==> src/hdl/wdt_pkg.sv <==
// package: register map, field layout, reset values and rate codes of the watchdog block
package wdt_pkg;

    // register byte addresses; 0x2B is not word aligned, so both are kept as indices
    localparam logic [7:0]  SETUP_IDX          = 8'h00;
    localparam logic [7:0]  COUNTDOWN_IDX      = 8'h2B;
    localparam logic [11:0] SETUP_ADDR         = {2'b00, SETUP_IDX, 2'b00};
    localparam logic [11:0] COUNTDOWN_ADDR     = {2'b00, COUNTDOWN_IDX, 2'b00};
    localparam logic [11:0] STATUS_ADDR        = 12'h0B0;

    // engine_setup field positions
    localparam int SYNC_EN_BIT    = 0;
    localparam int BOOT_SRC_BIT   = 1;
    localparam int LOW_POWER_BIT  = 2;
    localparam int MOD_RATE_BIT   = 3;
    localparam int MCLK_EN_BIT    = 4;
    localparam int MCLK2_EN_BIT   = 5;
    localparam int MCLK_SEL_LSB   = 8;
    localparam int WD_SEL_LSB     = 12;
    localparam int ENG_SEL_LSB    = 16;

    localparam logic [23:0] SETUP_RESET     = 24'h050401;
    localparam logic [23:0] SETUP_WR_MASK   = 24'h07773D;
    localparam logic [15:0] COUNT_RESET     = 16'h0000;

    // rate codes shared by the engine and countdown clock selects
    typedef enum logic [2:0] {
        RATE_32K  = 3'b000,
        RATE_256K = 3'b001,
        RATE_512K = 3'b010,
        RATE_1M   = 3'b011,
        RATE_2M   = 3'b100,
        RATE_4M   = 3'b101,
        RATE_8M   = 3'b110,
        RATE_RSVD = 3'b111
    } wdt_rate_t;

    localparam int CLOCK_HZ = 50000000;

    // reset pulse width handed to the chip reset logic
    localparam int RESET_PULSE_NS     = 1000;
    localparam int RESET_PULSE_CYCLES = (RESET_PULSE_NS * (CLOCK_HZ / 1000000) + 999) / 1000;

endpackage

==> src/hdl/wdt_tick_gen.sv <==
// tick generator: one pulse per period of the selected countdown clock rate
`timescale 1ns/1ps
`default_nettype none
module wdt_tick_gen
    import wdt_pkg::*;
#(
    parameter int CLK_HZ = CLOCK_HZ
) (
    input  wire logic       clock,
    input  wire logic       sys_rst,
    input  wire logic [2:0] rate_sel,
    output logic            tick
);

    // phase accumulator: rates are not integer divisors of the system clock
    function automatic logic [31:0] rate_hz(input logic [2:0] code);
        case (code)
            RATE_256K: rate_hz = 32'd256000;
            RATE_512K: rate_hz = 32'd512000;
            RATE_1M:   rate_hz = 32'd1024000;
            RATE_2M:   rate_hz = 32'd2048000;
            RATE_4M:   rate_hz = 32'd4096000;
            RATE_8M:   rate_hz = 32'd8192000;
            RATE_32K:  rate_hz = 32'd32000;
            default:   rate_hz = 32'd0;
        endcase
    endfunction

    logic [31:0] acc_q;
    logic [32:0] sum;
    logic        wrap;

    assign sum  = {1'b0, acc_q} + {1'b0, rate_hz(rate_sel)};
    assign wrap = (sum >= 33'(CLK_HZ));

    always_ff @(posedge clock or posedge sys_rst) begin
        if (sys_rst) begin
            acc_q <= 32'h0000_0000;
            tick  <= 1'b0;
        end else begin
            acc_q <= wrap ? 32'(sum - 33'(CLK_HZ)) : sum[31:0];
            tick  <= wrap;
        end
    end

endmodule
`default_nettype wire

==> src/hdl/wdt_reset_timer.sv <==
// watchdog reset timer with engine setup register, AXI4-Lite slave
//
// The AXI4-Lite interface to the registers was decided locally.
`timescale 1ns/1ps
`default_nettype none

module wdt_reset_timer
    import wdt_pkg::*;
#(
    parameter int RST_CYCLES = RESET_PULSE_CYCLES
) (
    input  wire logic        clock,
    input  wire logic        sys_rst,
    // axi4-lite slave
    input  wire logic [11:0] s_axi_awaddr,
    input  wire logic        s_axi_awvalid,
    output logic             s_axi_awready,
    input  wire logic [31:0] s_axi_wdata,
    input  wire logic [3:0]  s_axi_wstrb,
    input  wire logic        s_axi_wvalid,
    output logic             s_axi_wready,
    output logic [1:0]       s_axi_bresp,
    output logic             s_axi_bvalid,
    input  wire logic        s_axi_bready,
    input  wire logic [11:0] s_axi_araddr,
    input  wire logic        s_axi_arvalid,
    output logic             s_axi_arready,
    output logic [31:0]      s_axi_rdata,
    output logic [1:0]       s_axi_rresp,
    output logic             s_axi_rvalid,
    input  wire logic        s_axi_rready,
    // decimation engine side
    input  wire logic        engine_restart,
    input  wire logic        burst_active,
    input  wire logic        boot_strap,
    input  wire logic        sync_in,
    // outputs
    output logic             modulator_sync_out,
    output logic             watchdog_reset,
    output logic             reboot_from_prom,
    output logic             reboot_from_host,
    output logic             low_power_hold,
    output logic             modulator_input_rate_select,
    output logic             master_clock_out_enable,
    output logic             half_master_clock_out_enable,
    output logic [2:0]       master_clock_out_select,
    output logic [2:0]       engine_clock_select
);

    // pin synchronisers
    logic [1:0] strap_sync_q;
    logic [1:0] sync_in_q;
    always_ff @(posedge clock or posedge sys_rst) begin
        if (sys_rst) begin
            strap_sync_q <= 2'b00;
            sync_in_q    <= 2'b00;
        end else begin
            strap_sync_q <= {strap_sync_q[0], boot_strap};
            sync_in_q    <= {sync_in_q[0], sync_in};
        end
    end

    // ---------------- axi4-lite write path ----------------
    logic        aw_held_q;
    logic        w_held_q;
    logic [11:0] awaddr_q;
    logic [31:0] wdata_q;
    logic [3:0]  wstrb_q;
    logic        wr_fire;
    logic        setup_hit_w;
    logic        count_hit_w;

    assign s_axi_awready = !aw_held_q && !s_axi_bvalid;
    assign s_axi_wready  = !w_held_q && !s_axi_bvalid;
    assign wr_fire       = aw_held_q && w_held_q && !s_axi_bvalid;
    assign setup_hit_w   = (awaddr_q[11:2] == SETUP_ADDR[11:2]);
    assign count_hit_w   = (awaddr_q[11:2] == COUNTDOWN_ADDR[11:2]);

    always_ff @(posedge clock or posedge sys_rst) begin
        if (sys_rst) begin
            aw_held_q <= 1'b0;
            w_held_q  <= 1'b0;
            awaddr_q  <= 12'h000;
            wdata_q   <= 32'h0000_0000;
            wstrb_q   <= 4'h0;
        end else begin
            if (s_axi_awvalid && s_axi_awready) begin
                aw_held_q <= 1'b1;
                awaddr_q  <= s_axi_awaddr;
            end else if (wr_fire) begin
                aw_held_q <= 1'b0;
            end
            if (s_axi_wvalid && s_axi_wready) begin
                w_held_q <= 1'b1;
                wdata_q  <= s_axi_wdata;
                wstrb_q  <= s_axi_wstrb;
            end else if (wr_fire) begin
                w_held_q <= 1'b0;
            end
        end
    end

    always_ff @(posedge clock or posedge sys_rst) begin
        if (sys_rst) begin
            s_axi_bvalid <= 1'b0;
            s_axi_bresp  <= 2'b00;
        end else if (wr_fire) begin
            s_axi_bvalid <= 1'b1;
            s_axi_bresp  <= (setup_hit_w || count_hit_w) ? 2'b00 : 2'b10;
        end else if (s_axi_bready) begin
            s_axi_bvalid <= 1'b0;
        end
    end

    function automatic logic [23:0] merge(input logic [23:0] old, input logic [31:0] d,
                                          input logic [3:0] be);
        merge = old;
        for (int i = 0; i < 3; i++) begin
            if (be[i]) begin
                merge[i*8 +: 8] = d[i*8 +: 8];
            end
        end
    endfunction

    // ---------------- engine_setup register ----------------
    logic [23:0] setup_q;
    logic [23:0] setup_d;
    logic        wd_reset_q;
    logic        mclk_code_ok;

    assign setup_d = merge(setup_q, wdata_q, wstrb_q) & SETUP_WR_MASK;
    assign mclk_code_ok = setup_d[MCLK_SEL_LSB +: 3] inside {RATE_512K, RATE_1M,
                                                               RATE_2M, RATE_4M};

    always_ff @(posedge clock or posedge sys_rst) begin
        if (sys_rst) begin
            setup_q <= SETUP_RESET & SETUP_WR_MASK;
        end else if (wd_reset_q) begin
            setup_q <= SETUP_RESET & SETUP_WR_MASK;
        end else if (wr_fire && setup_hit_w) begin
            setup_q <= setup_d;
            if (!mclk_code_ok) begin
                setup_q[MCLK_SEL_LSB +: 3] <= setup_q[MCLK_SEL_LSB +: 3];
            end
        end
    end

    wdt_rate_t wd_rate;
    assign wd_rate = wdt_rate_t'(setup_q[WD_SEL_LSB +: 3]);

    assign engine_clock_select          = setup_q[ENG_SEL_LSB +: 3];
    assign master_clock_out_select      = setup_q[MCLK_SEL_LSB +: 3];
    assign low_power_hold               = setup_q[LOW_POWER_BIT];
    assign modulator_input_rate_select  = setup_q[MOD_RATE_BIT];
    assign master_clock_out_enable      = setup_q[MCLK_EN_BIT];
    assign half_master_clock_out_enable = setup_q[MCLK2_EN_BIT];

    // sync output is registered and gated by its enable
    always_ff @(posedge clock or posedge sys_rst) begin
        if (sys_rst) begin
            modulator_sync_out <= 1'b0;
        end else begin
            modulator_sync_out <= setup_q[SYNC_EN_BIT] & sync_in_q[1];
        end
    end

    // ---------------- countdown ----------------
    typedef enum logic [1:0] {
        WD_IDLE  = 2'b00,
        WD_RUN   = 2'b01,
        WD_FIRE  = 2'b10
    } wdt_state_t;

    wdt_state_t  state_q;
    logic [15:0] reload_q;
    logic [15:0] count_q;
    logic [15:0] rst_cnt_q;
    logic        tick;
    logic        count_wr;
    logic        restart_ok;

    assign count_wr   = wr_fire && count_hit_w && !wd_reset_q;
    // reloads are held off while a burst transfer is in progress
    assign restart_ok = engine_restart && !burst_active;
    logic [23:0] count_merged;
    assign count_merged = merge({8'h00, reload_q}, wdata_q, wstrb_q);

    wdt_tick_gen #(
        .CLK_HZ   (CLOCK_HZ)
    ) u_tick (
        .clock    (clock),
        .sys_rst  (sys_rst),
        .rate_sel (wd_rate),
        .tick     (tick)
    );

    always_ff @(posedge clock or posedge sys_rst) begin
        if (sys_rst) begin
            reload_q <= COUNT_RESET;
        end else if (wd_reset_q) begin
            reload_q <= COUNT_RESET;
        end else if (count_wr) begin
            reload_q <= count_merged[15:0];
        end
    end

    always_ff @(posedge clock or posedge sys_rst) begin
        if (sys_rst) begin
            state_q   <= WD_IDLE;
            count_q   <= COUNT_RESET;
            rst_cnt_q <= 16'h0000;
        end else begin
            case (state_q)
                WD_IDLE: begin
                    if (count_wr) begin
                        // start at the written value, no enable bit needed
                        state_q <= WD_RUN;
                        count_q <= count_merged[15:0];
                    end
                end
                WD_RUN: begin
                    // further writes load the count as well as the reload; nothing stops the timer
                    if (count_wr) begin
                        count_q <= count_merged[15:0];
                    end else if (restart_ok) begin
                        count_q <= reload_q;
                    end else if (count_q == 16'h0000) begin
                        state_q   <= WD_FIRE;
                        rst_cnt_q <= 16'(RST_CYCLES);
                    end else if (tick) begin
                        count_q <= count_q - 16'h0001;
                    end
                end
                WD_FIRE: begin
                    if (rst_cnt_q <= 16'h0001) begin
                        state_q <= WD_IDLE;
                        count_q <= COUNT_RESET;
                    end else begin
                        rst_cnt_q <= rst_cnt_q - 16'h0001;
                    end
                end
                default: begin
                    state_q <= WD_IDLE;
                end
            endcase
        end
    end

    assign wd_reset_q     = (state_q == WD_FIRE);
    assign watchdog_reset = wd_reset_q;
    // boot path of the reset follows the strapped source
    assign reboot_from_prom = wd_reset_q && strap_sync_q[1];
    assign reboot_from_host = wd_reset_q && !strap_sync_q[1];

    // ---------------- axi4-lite read path ----------------
    logic [23:0] setup_rd;
    assign setup_rd = {setup_q[23:2], strap_sync_q[1], setup_q[0]};

    assign s_axi_arready = !s_axi_rvalid;

    always_ff @(posedge clock or posedge sys_rst) begin
        if (sys_rst) begin
            s_axi_rvalid <= 1'b0;
            s_axi_rdata  <= 32'h0000_0000;
            s_axi_rresp  <= 2'b00;
        end else if (s_axi_arvalid && s_axi_arready) begin
            s_axi_rvalid <= 1'b1;
            s_axi_rresp  <= 2'b00;
            case (s_axi_araddr[11:2])
                SETUP_ADDR[11:2]:     s_axi_rdata <= {8'h00, setup_rd};
                COUNTDOWN_ADDR[11:2]: s_axi_rdata <= {16'h0000, reload_q};
                STATUS_ADDR[11:2]:    s_axi_rdata <= {14'h0000, state_q, count_q};
                default: begin
                    s_axi_rdata <= 32'h0000_0000;
                    s_axi_rresp <= 2'b10;
                end
            endcase
        end else if (s_axi_rready) begin
            s_axi_rvalid <= 1'b0;
        end
    end

    // ---------------- assertions ----------------
    a_expiry_fires: assert property (@(posedge clock) disable iff (sys_rst)
        (state_q == WD_RUN && count_q == 16'h0000 && !count_wr && !restart_ok)
        |=> watchdog_reset) else $error("expiry did not fire reset");

    a_boot_route: assert property (@(posedge clock) disable iff (sys_rst)
        watchdog_reset |-> (reboot_from_prom != reboot_from_host))
        else $error("reboot path not unique");

    a_write_starts: assert property (@(posedge clock) disable iff (sys_rst)
        (state_q == WD_IDLE && count_wr) |=> state_q == WD_RUN)
        else $error("count write did not start timer");

    a_no_sw_stop: assert property (@(posedge clock) disable iff (sys_rst)
        (state_q == WD_RUN) |=> state_q != WD_IDLE)
        else $error("running watchdog stopped without reset");

    a_tick_decrement: assert property (@(posedge clock) disable iff (sys_rst)
        (state_q == WD_RUN && tick && !count_wr && !restart_ok && count_q != 16'h0000)
        |=> count_q == $past(count_q) - 16'h0001)
        else $error("countdown did not decrement");

    a_burst_block: assert property (@(posedge clock) disable iff (sys_rst)
        (state_q == WD_RUN && burst_active && !count_wr && !tick && count_q != 16'h0000)
        |=> count_q == $past(count_q)) else $error("reload during burst");

    a_restart_reload: assert property (@(posedge clock) disable iff (sys_rst)
        (state_q == WD_RUN && restart_ok && !count_wr) |=> count_q == $past(reload_q))
        else $error("restart did not reload");

    a_sync_gate: assert property (@(posedge clock) disable iff (sys_rst)
        !setup_q[SYNC_EN_BIT] |=> !modulator_sync_out)
        else $error("sync out not held low");

    a_boot_bit: assert property (@(posedge clock) disable iff (sys_rst)
        setup_rd[BOOT_SRC_BIT] == strap_sync_q[1])
        else $error("boot bit not following strap");

endmodule
`default_nettype wire

==> config.mk <==
export PLATFORM = sky130hd
export DESIGN_NAME = wdt_reset_timer
export DESIGN_NICKNAME = d
export VERILOG_FILES = /design/src/hdl/wdt_pkg.sv /design/src/hdl/wdt_tick_gen.sv /design/src/hdl/wdt_reset_timer.sv
export SDC_FILE = /design/constraint.sdc
export NUM_CORES = 1
export LEC_CHECK = 0
export BUFFER_PORTS_ARGS = -buffer_cell sky130_fd_sc_hd__buf_2
export CORE_UTILIZATION = 58
export CTS_CLUSTER_SIZE = 10
export DETAILED_ROUTE_END_ITERATION = 10
export GPL_TIMING_DRIVEN = 0
export PLACE_DENSITY = 0.83
export SYNTH_ARGS = -nofsm -noshare
export SYNTH_HDL_FRONTEND = slang
export SYNTH_SLANG_ARGS = --single-unit
==> constraint.sdc <==
create_clock -name clock -period 5.45 [get_ports clock]
set_clock_uncertainty 0.15 [all_clocks]
set_input_delay 0.2725 -clock clock [delete_from_list [all_inputs] [get_ports clock]]
set_output_delay 0.2725 -clock clock [all_outputs]
set_load 0.05 [all_outputs]
-- Yosys cells after proc, flatten, opt, wreduce, memory -nomap -nowiden
Cells that the tools add are included.
- register bits after elaboration: 186
- bits in latches: 0
- RAM bits: 0
- bits in read-only memories: 0
- input port bits: 71
- output and inout bits: 55
- logic and storage cells: 140
- memories kept: 0
- $add $sub $neg: 4
- $mul: 0
- divide/modulo/power cells: 0
- order comparisons: 2
- equal/unequal tests: 23
- shift operators: 0
- multiplexer cells: 39
- bitwise logic cells: 1
- reduce and logical (&&, ||, !) cells: 47
- operator list (kind ; number):
    $mux W16 ; 11
    $pmux W23 S7 ; 1
    $pmux W24 S3 ; 1
    $mux W24 ; 2
    $pmux W16 S3 ; 1
    $add A32 B23 Y33 ; 1
    $ge A33 B26 Y1 const B ; 1
    $mux W32 ; 1
    $pmux W16 S2 ; 1
    $sub A16 B1 Y16 const B ; 2
    $sub A32 B26 Y32 const B ; 1
    $eq A10 B6 Y1 const B ; 3
    $reduce_bool A2 Y1 ; 11
    $logic_not A10 Y1 ; 2
    $le A16 B1 Y1 const B ; 1
    $logic_not A16 Y1 ; 1
    $mux W8 ; 2
    $eq A3 B3 Y1 const B ; 5
    $reduce_and A5 Y1 ; 3
    $mux W2 ; 7
    $logic_and A1 B1 Y1 ; 13
    $eq A3 B2 Y1 const B ; 4
    $ne A2 B2 Y1 const B ; 5
    $reduce_and A2 Y1 ; 4
    other kinds (19) ; 32

-- Depth between registers and ports, before layout
Gate-level depths: netlist of the first run.
- depth after elaboration: 6
- depth in mapped cells: 16
- gate-level depth less buffers: 13

-- By module
From an unflattened synthesis of the first run, not the netlist that was laid out.
- cell total of the unflattened synthesis: 967
- area total of the unflattened synthesis: 9170.0 um^2
- by module, submodules not included (module ; times used ; cells an instance ; area an instance (um^2) ; sequential area each (um^2)):
    wdt_reset_timer ; 1 ; 643 ; 6432.4 ; 3158.0
    wdt_tick_gen ; 1 ; 324 ; 2737.6 ; 650.6

-- Worst setup path after synthesis of the first run
No wires, ideal clock.
- path type: register -> register
- start point: reg setup_q[13]
- end point: reg u_tick.acc_q[25]
- library setup time: 125 ps
- arrival time: 3494 ps
- required time: 5175 ps
- slack: 1682 ps
- stages on the path, launching flop included: 17
- path buffers: 4
- period minus slack after synthesis: 3768 ps
- cell sequence: dfrtp_1 buf_1 nor3_1 a21oi_1 ha_1 buf_4 nand2_1 o21ai_0 nor3_2 o2bb2ai_1 a311o_1 a2111oi_4 and4b_4 buf_6 buf_6 nor2_1 mux2_2
- word-level cells in the longest chain between the ends: 5
- elaborated cells between the ends (all ways): 12
- classes of those cells: add/sub (2); order compare (1); eq/ne (6); mux (2); reduce/logical (1)
- RTL lines (element ; line ; RTL):
    from (decl) ; wdt_reset_timer.sv:126 ; logic [23:0] setup_q;
    from (signal assigned) ; wdt_reset_timer.sv:137 ; setup_q <= SETUP_RESET & SETUP_WR_MASK;
    from (signal assigned) ; wdt_reset_timer.sv:139 ; setup_q <= SETUP_RESET & SETUP_WR_MASK;
    from (signal assigned) ; wdt_reset_timer.sv:141 ; setup_q <= setup_d;
    $eq A3 B3 Y1 (tied with other cells) ; wdt_tick_gen.sv:17 ; case (code)
    $pmux W23 S7 (*) ; wdt_tick_gen.sv:17 ;
    $add A32 B23 Y33 (*) ; wdt_tick_gen.sv:33 ; assign sum = {1'b0, acc_q} + {1'b0, rate_hz(rate_sel)};
    $sub A32 B26 Y32 / $ge A33 B26 Y1 (equally long branches) ; wdt_tick_gen.sv:41, wdt_tick_gen.sv:34 ;
    $mux W32 (*) ; wdt_tick_gen.sv:41 ; acc_q <= wrap ? 32'(sum - 33'(CLK_HZ)) : sum[31:0];
    to (signal assigned) ; wdt_tick_gen.sv:41 ;
    to (decl) ; wdt_tick_gen.sv:29 ; logic [31:0] acc_q;
Every way passes the cells marked *; elsewhere a longest branch is shown, timed or not.
A chain may end at the register's enable or synchronous reset.

-- Worst setup path in the final report of the first run
- start point: reg setup_q[12]
- end point: reg u_tick.acc_q[19]
The elaborated chain is that of the path after synthesis.

==> results.yml, run 1 <==
status:
  status: "finished, final reports clean"
global_route:
  first_global_vias: 7867
  grt_overflow: 0
  grt_use_total_pct: 30.8
  grt_max_degree: 86
  antenna_found_initial: 0
  grt_pass1_wl_mm: 38.9
route:
  vias: 8261
  met2_length_mm: 11.5
  wl_per_cell_microns: 17.9
  m1WireLength_mm: 10.0
  top_layer: "met4"
  drc: 0
  route.met3.wl_mm: 1.65
  drt-initial-drc-count: 1135
  ant_nets: 0
  routed_wl_mm: 23.9
  routed_via_density: 6.16
  dr.pass1.iters: 7
sta:
  post-route-period-util_pct: 85.6
  min_period_ns: 4.67
  slew_headroom_pct: 17.4
  rsz0062_at_grt: "false"
  setup_slack_ns: 0.784
  fmax_mhz: 214
  setup_viol: 0
  worst_pin_slew_ns: 1.23
  finalMaxSlewViolations: 0
  tns_ns: 0
  final_hold_viol_count: 0
  hold-worst-slack_ns: 0.186
synth:
  synthFlopType: "dfrtp_1"
  seq_area_frac_synth_pct: 42.1
  netlist_area_sq_um: 9040
  synth-edff-count: 0
  yosysTopAreaCell: "dfrtp_1"
  avgSynthCellArea_sq_um: 9.28
  synthArstFlopShare_pct: 100
  yosysWarnings: 0
  synth_seq_cells: 152
  yosysUniqueCellTypes: 81
  syn_inst: 974
  synth_area_leaders: "dfrtp_1 41%, mux2_2 4.1%, o21ai_0 4.0%"
  synth_top_area_share_pct: 41.0
worst_setup_path:
  critical_path.top_delay_family: "compound AO/OA/AOI/OAI gates"
  crit_fanout: 10
  cp_data_required_time_ns: 5.62
  critPathKind: "register to register"
  slowest_delay_ns: 0.63
  startpoint_type: "register"
  cp_num_buf_inv: 4
  crit_chain: "clkbuf_1, nor3_1, a21oi_1, ha_1, buf_4, nand2_1, o21ai_0, nor3_2, o2bb2ai_1, a311o_1, a2111oi_4, and4b_4, buf_6, buf_6, a21oi_1, o22ai_1"
  worstSetupEndpointType: "register"
  arrival_ns: 4.83
  cp_slowest_cell: "nor3_1"
placed_design:
  dp.cells: 1269
  dp_worst_setup_slack_ns: 0.872
  gp_congestion: 0.966
  dp_hpwl_mm: 16.6
  port-buffer-count: 92
  placed_cell_area_sq_um: 9820
floorplan:
  core_sq_um: 15200
  start_util_pct: 59.5
  ios: 126
  die_w_microns: 127
  num_rows: 45
  fp.dieArea_sq_um: 16100
  die_h_microns: 127
power_and_ir_drop:
  power.internal_mw: 2.89
  p_sw_mw: 1.96
  power_mw: 4.86
  sw_frac_of_total_pct: 40.4
  powerDensity_nw_per_um2: 450
  ir_drop_mv: 0.335
  p_seq_share_pct: 33.8
  p_clk_share_pct: 24.3
  p_leak_nw: 4.73
  combinationalPowerShare_pct: 41.9
finish:
  fin_nets: 1234
  fin_cells: 1340
  syn_to_final_growth_pct: 19.4
  antenna_cells: 0
  drive_gt1_share_pct: 19.0
  final_common_cell: "dfrtp_1"
  finalInstanceArea_sq_um: 10800
  utilization_pct: 71.0
  final_cell_mix: "148 x dfrtp_1, 100 x buf_2, 94 x nand2_1"
job:
  cap_viol_max_count: 0
clocking:
  cts_buffer_depth: 2
  cts_htree_levels: 4
  path_clk_slew_ns: 0.06
  clk_latency_ns: 0.43
  postCtsSetupRepairBufs: 0
  cts_tree: "done"
  cts-root-buf: "clkbuf_16"
  clock_sink_count: 152
  cts_buffers: 17
worst_hold_path:
  hold_path.class: "input pin to register"
==> worst register-to-register path: cells and delay by family, from the launching register on <==
family,cells,cell delay [ns]
adder cells (fa/ha/maj),1,0.32
AND/OR/NAND/NOR,4,1.13
buffers and inverters,4,0.71
AO/OA/AOI/OAI,7,1.92
flip-flops,1,0.35
==> state kept, by name (all words and copies together), names as in the netlist <==
signal,count
wstrb_q,3
setup_q,14
sync_in_q,2
reload_q,16
s_axi_rvalid,1
modulator_sync_out,1
count_q,16
u_tick.tick,1
aw_held_q,1
w_held_q,1
s_axi_bvalid,1
strap_sync_q,2
wdata_q,19
state_q,2
s_axi_rdata,19
s_axi_rresp,1
s_axi_bresp,1
awaddr_q,10
rst_cnt_q,16
u_tick.acc_q,25
==> power by group through the flow <==
stage | Clock (mW) | Sequential [mW] | Combinational [mW]
after floorplan | 0 | 1.60 | 1.54
after global placement | 0 | 1.63 | 1.89
after detailed placement | 0 | 1.64 | 1.94
after CTS | 1.18 | 1.63 | 2.00
after global routing | 1.23 | 1.67 | 2.23
final | 1.18 | 1.64 | 2.04
==> final timing paths <==
kind | from | to | slack (ns) | depth (start not counted)
min reg2reg | sync_in_q[0]$_DFF_PP0_ | sync_in_q[1]$_DFF_PP0_ | 0.20 | 0
min | s_axi_arvalid | s_axi_rdata[18]$_DFFE_PP0P_ | 0.19 | 4
max | setup_q[12]$_DFFE_PP0P_ | u_tick.acc_q[19]$_DFF_PP0_ | 0.78 | 16
min in group asynchronous | sys_rst | awaddr_q[10]$_DFFE_PP0P_ | 0.33 | 3
max in group asynchronous | sys_rst | setup_q[10]$_DFFE_PP1P_ | 3.96 | 4
max reg2reg | setup_q[12]$_DFFE_PP0P_ | u_tick.acc_q[19]$_DFF_PP0_ | 0.78 | 16
==> cell type report <==
type / count / area [sq um]
Timing Repair Buffer: 132 / 878
Clock buffer: 20 / 447
Multi-Input combinational cell: 736 / 4790
Clock inverter: 12 / 139
Inverter: 21 / 83.8
Buffer: 79 / 415
Sequential cell: 152 / 3810
Fill cell: 1128 / 4400
Tap cell: 188 / 235
==> layer usage <==
layer | track usage, % | vias up
met5 | 0 | -
met1 | 39.2 | 3962
met3 | 6.20 | 77
met4 | 13.1 | 0
li1 | - | 3835
met2 | 51.4 | 387
==> cells by family after synthesis <==
family          count (synthesis)  share of synthesized area (%)
simple gates                  311                           16.6
flops                         152                           42.1
compound gates                276                           20.5
buf+inv                       100                           5.47
xor+xnor                       53                           5.22
fa+ha+maj                      24                           3.32
mux                            57                           6.77
other cells                     1                         0.0415
==> cell usage after synthesis, types with 24 or more instances <==
| library cell | n |
|---|---|
| nor2_1 | 88 |
| ha_1 | 24 |
| xnor2_1 | 31 |
| mux2_2 | 33 |
| clkbuf_1 | 40 |
| nand3_1 | 32 |
| o21ai_0 | 73 |
| buf_4 | 25 |
| dfrtp_1 | 148 |
| nand2_1 | 94 |
| a21oi_1 | 65 |
| mux2i_1 | 24 |
==> timing repair <==
item / 4_1_cts / 5_1_grt
hold buffers: 39 / 0
endpoints found under the hold margin: 102 / 0
setup endpoints to repair: 0 / 0
resized for setup: 0 / 0
(Power assumes the default switching activity.)
==> inputs of run 2 (changes only) <==
- ABC_AREA: default -> 0
- CORE_MARGIN: default -> 5
- CORE_UTILIZATION: 58 -> 60
- PLACE_DENSITY: 0.83 -> 0.86
- clock period: 5.45 -> 6 ns (I/O delays scaled with it)
==> run 2 against run 1 <==
Effect of this change:
- global-route usage down 2.5 points
- final cell count shrank 0.30%
- wire length up 3.5%
- first-iteration DRC count fell by 13%
- worst hold slack better by 0.017 ns
- non-clock buffer count stayed put
- largest cell class unchanged
- largest power group unchanged
==> results.yml, run 2 (synthesis gave the netlist of run 1 again) <==
status:
  status: "finished, final reports clean"
finish:
  largest_register_ffs: 25
  syn_to_final_growth_pct: 19.6
  ff_latch_area_sq_um: 3810
  largestRegisters: "u_tick.acc_q x25, s_axi_rdata x19, wdata_q x19"
  final_cell_mix: "148 x dfrtp_1, 100 x buf_2, 94 x nand2_1"
  nFillCells: 1029
  fin_nets: 1234
  largest-register: "u_tick.acc_q"
  final_common_cell: "dfrtp_1"
  finalInstanceArea_sq_um: 10800
  drive_gt1_share_pct: 19.1
  multi_input_area_sq_um: 4790
  fin_cells: 1336
  utilization_pct: 73.9
clocking:
  cts_tree: "done"
  cts-root-buf: "clkbuf_16"
  clock_sink_count: 152
  cts_buffer_depth: 2
  cts_htree_levels: 4
  postCtsSetupRepairBufs: 0
  cts_buffers: 17
  ctsResizeCount: 0
  cts_hold_buffers: 39
  path_clk_slew_ns: 0.06
  clk_latency_ns: 0.44
sta:
  worst_pin_slew_ns: 1.19
  setup_slack_ns: 1.27
  setup_viol: 0
  hold-worst-slack_ns: 0.203
  slew_headroom_pct: 20.1
  min_period_ns: 4.73
  final_hold_viol_count: 0
  rsz0062_at_grt: "false"
  tns_ns: 0
  fmax_mhz: 211
  post-route-period-util_pct: 78.8
  finalMaxSlewViolations: 0
power_and_ir_drop:
  power_mw: 4.47
  powerDensity_nw_per_um2: 413
  ir_drop_mv: 0.289
  p_leak_nw: 4.75
global_route:
  grt_pass1_wl_mm: 40.8
  first_global_vias: 8186
  grt_max_degree: 97
  antenna_found_initial: 1
  grt_use_total_pct: 28.3
  grt_overflow: 0
route:
  routed_via_density: 6.25
  routed_wl_mm: 24.8
  drt-initial-drc-count: 986
  wl_per_cell_microns: 18.6
  ant_nets: 0
  drc: 0
  vias: 8351
  dr.pass1.iters: 6
floorplan:
  die_h_microns: 133
  ios: 126
  start_util_pct: 61.7
  die_w_microns: 133
  core_sq_um: 14600
  fp.dieArea_sq_um: 17600
  num_rows: 44
worst_setup_path:
  startpoint_type: "register"
  cp_data_required_time_ns: 6.17
  slowest_delay_ns: 0.63
  worstSetupEndpointType: "register"
  cp_slowest_cell: "nor3_1"
  crit_fanout: 10
  crit_chain: "clkbuf_1, nor3_1, a21oi_1, ha_1, buf_4, nand2_1, o21ai_0, nor3_2, o2bb2ai_1, a311o_1, a2111oi_4, and4b_4, buf_6, buf_6, a21oi_1, o22ai_1"
  critPathKind: "register to register"
  arrival_ns: 4.90
placed_design:
  dp_hpwl_mm: 17.1
  gp_congestion: 0.920
  dp_worst_setup_slack_ns: 1.44
  placed_cell_area_sq_um: 9820
  dp.cells: 1265
  port-buffer-count: 92
worst_hold_path:
  hold_path.class: "input pin to register"
job:
  cap_viol_max_count: 0
==> run 2: cell count changes in the layout (fill, tap and decap cells not counted), sizes merged <==
| cell | delta |
|---|---|
| clkinvlp | -1 |
| diode | +1 |
| clkbuf | -2 |
| clkinv | +1 |
| bufinv | +1 |
==> run 2: final timing paths <==
check | from | endpoint | slack, ns | depth (start not counted)
worst min-delay path | s_axi_arvalid | s_axi_rdata[11]$_DFFE_PP0P_ | 0.20 | 3
min in group asynchronous | sys_rst | rst_cnt_q[9]$_DFFE_PP0P_ | 0.31 | 3
worst max-delay path | setup_q[12]$_DFFE_PP0P_ | u_tick.acc_q[19]$_DFF_PP0_ | 1.27 | 16
worst max register to register | setup_q[12]$_DFFE_PP0P_ | u_tick.acc_q[19]$_DFF_PP0_ | 1.27 | 16
worst min register to register | strap_sync_q[0]$_DFF_PP0_ | strap_sync_q[1]$_DFF_PP0_ | 0.21 | 0
max in group asynchronous | sys_rst | setup_q[10]$_DFFE_PP1P_ | 4.54 | 4
==> run 2: per-layer routing <==
layer	vias to the layer above	share of wire (%)	track usage (%)
li1	3837	-	-
met1	3959	39	35.9
met2	460	48	46.9
met3	95	9.2	5.73
met4	0	3.5	12.9
met5	-	0	0
==> run 2: report_power, final <==
| part | switching [mW] | total [mW] | leakage [nW] | internal (mW) |
|---|---|---|---|---|
| Sequential | 0.222 | 1.49 | 1.93 | 1.27 |
| Combinational | 1.13 | 1.86 | 2.53 | 0.729 |
| Clock | 0.450 | 1.12 | 0.291 | 0.668 |
==> run 2: layout make-up <==
cell class | instances | area share, %
diodes | 1 | 0.0231
inverters | 21 | 0.775
clock buffers | 18 | 4.06
flip-flops and latches | 152 | 35.2
multi-input cells | 736 | 44.3
clock inverters | 13 | 1.56
well taps | 184 | 2.13
plain buffers | 79 | 3.84
repair buffers | 132 | 8.12
==> run 2: critical path, delay by kind of cell (launching register included) <==
| family | cells | cell delay (ns) |
|---|---|---|
| compound gates | 7 | 1.92 |
| fa+ha+maj | 1 | 0.32 |
| buf+inv | 4 | 0.70 |
| flops | 1 | 0.35 |
| simple gates | 4 | 1.17 |
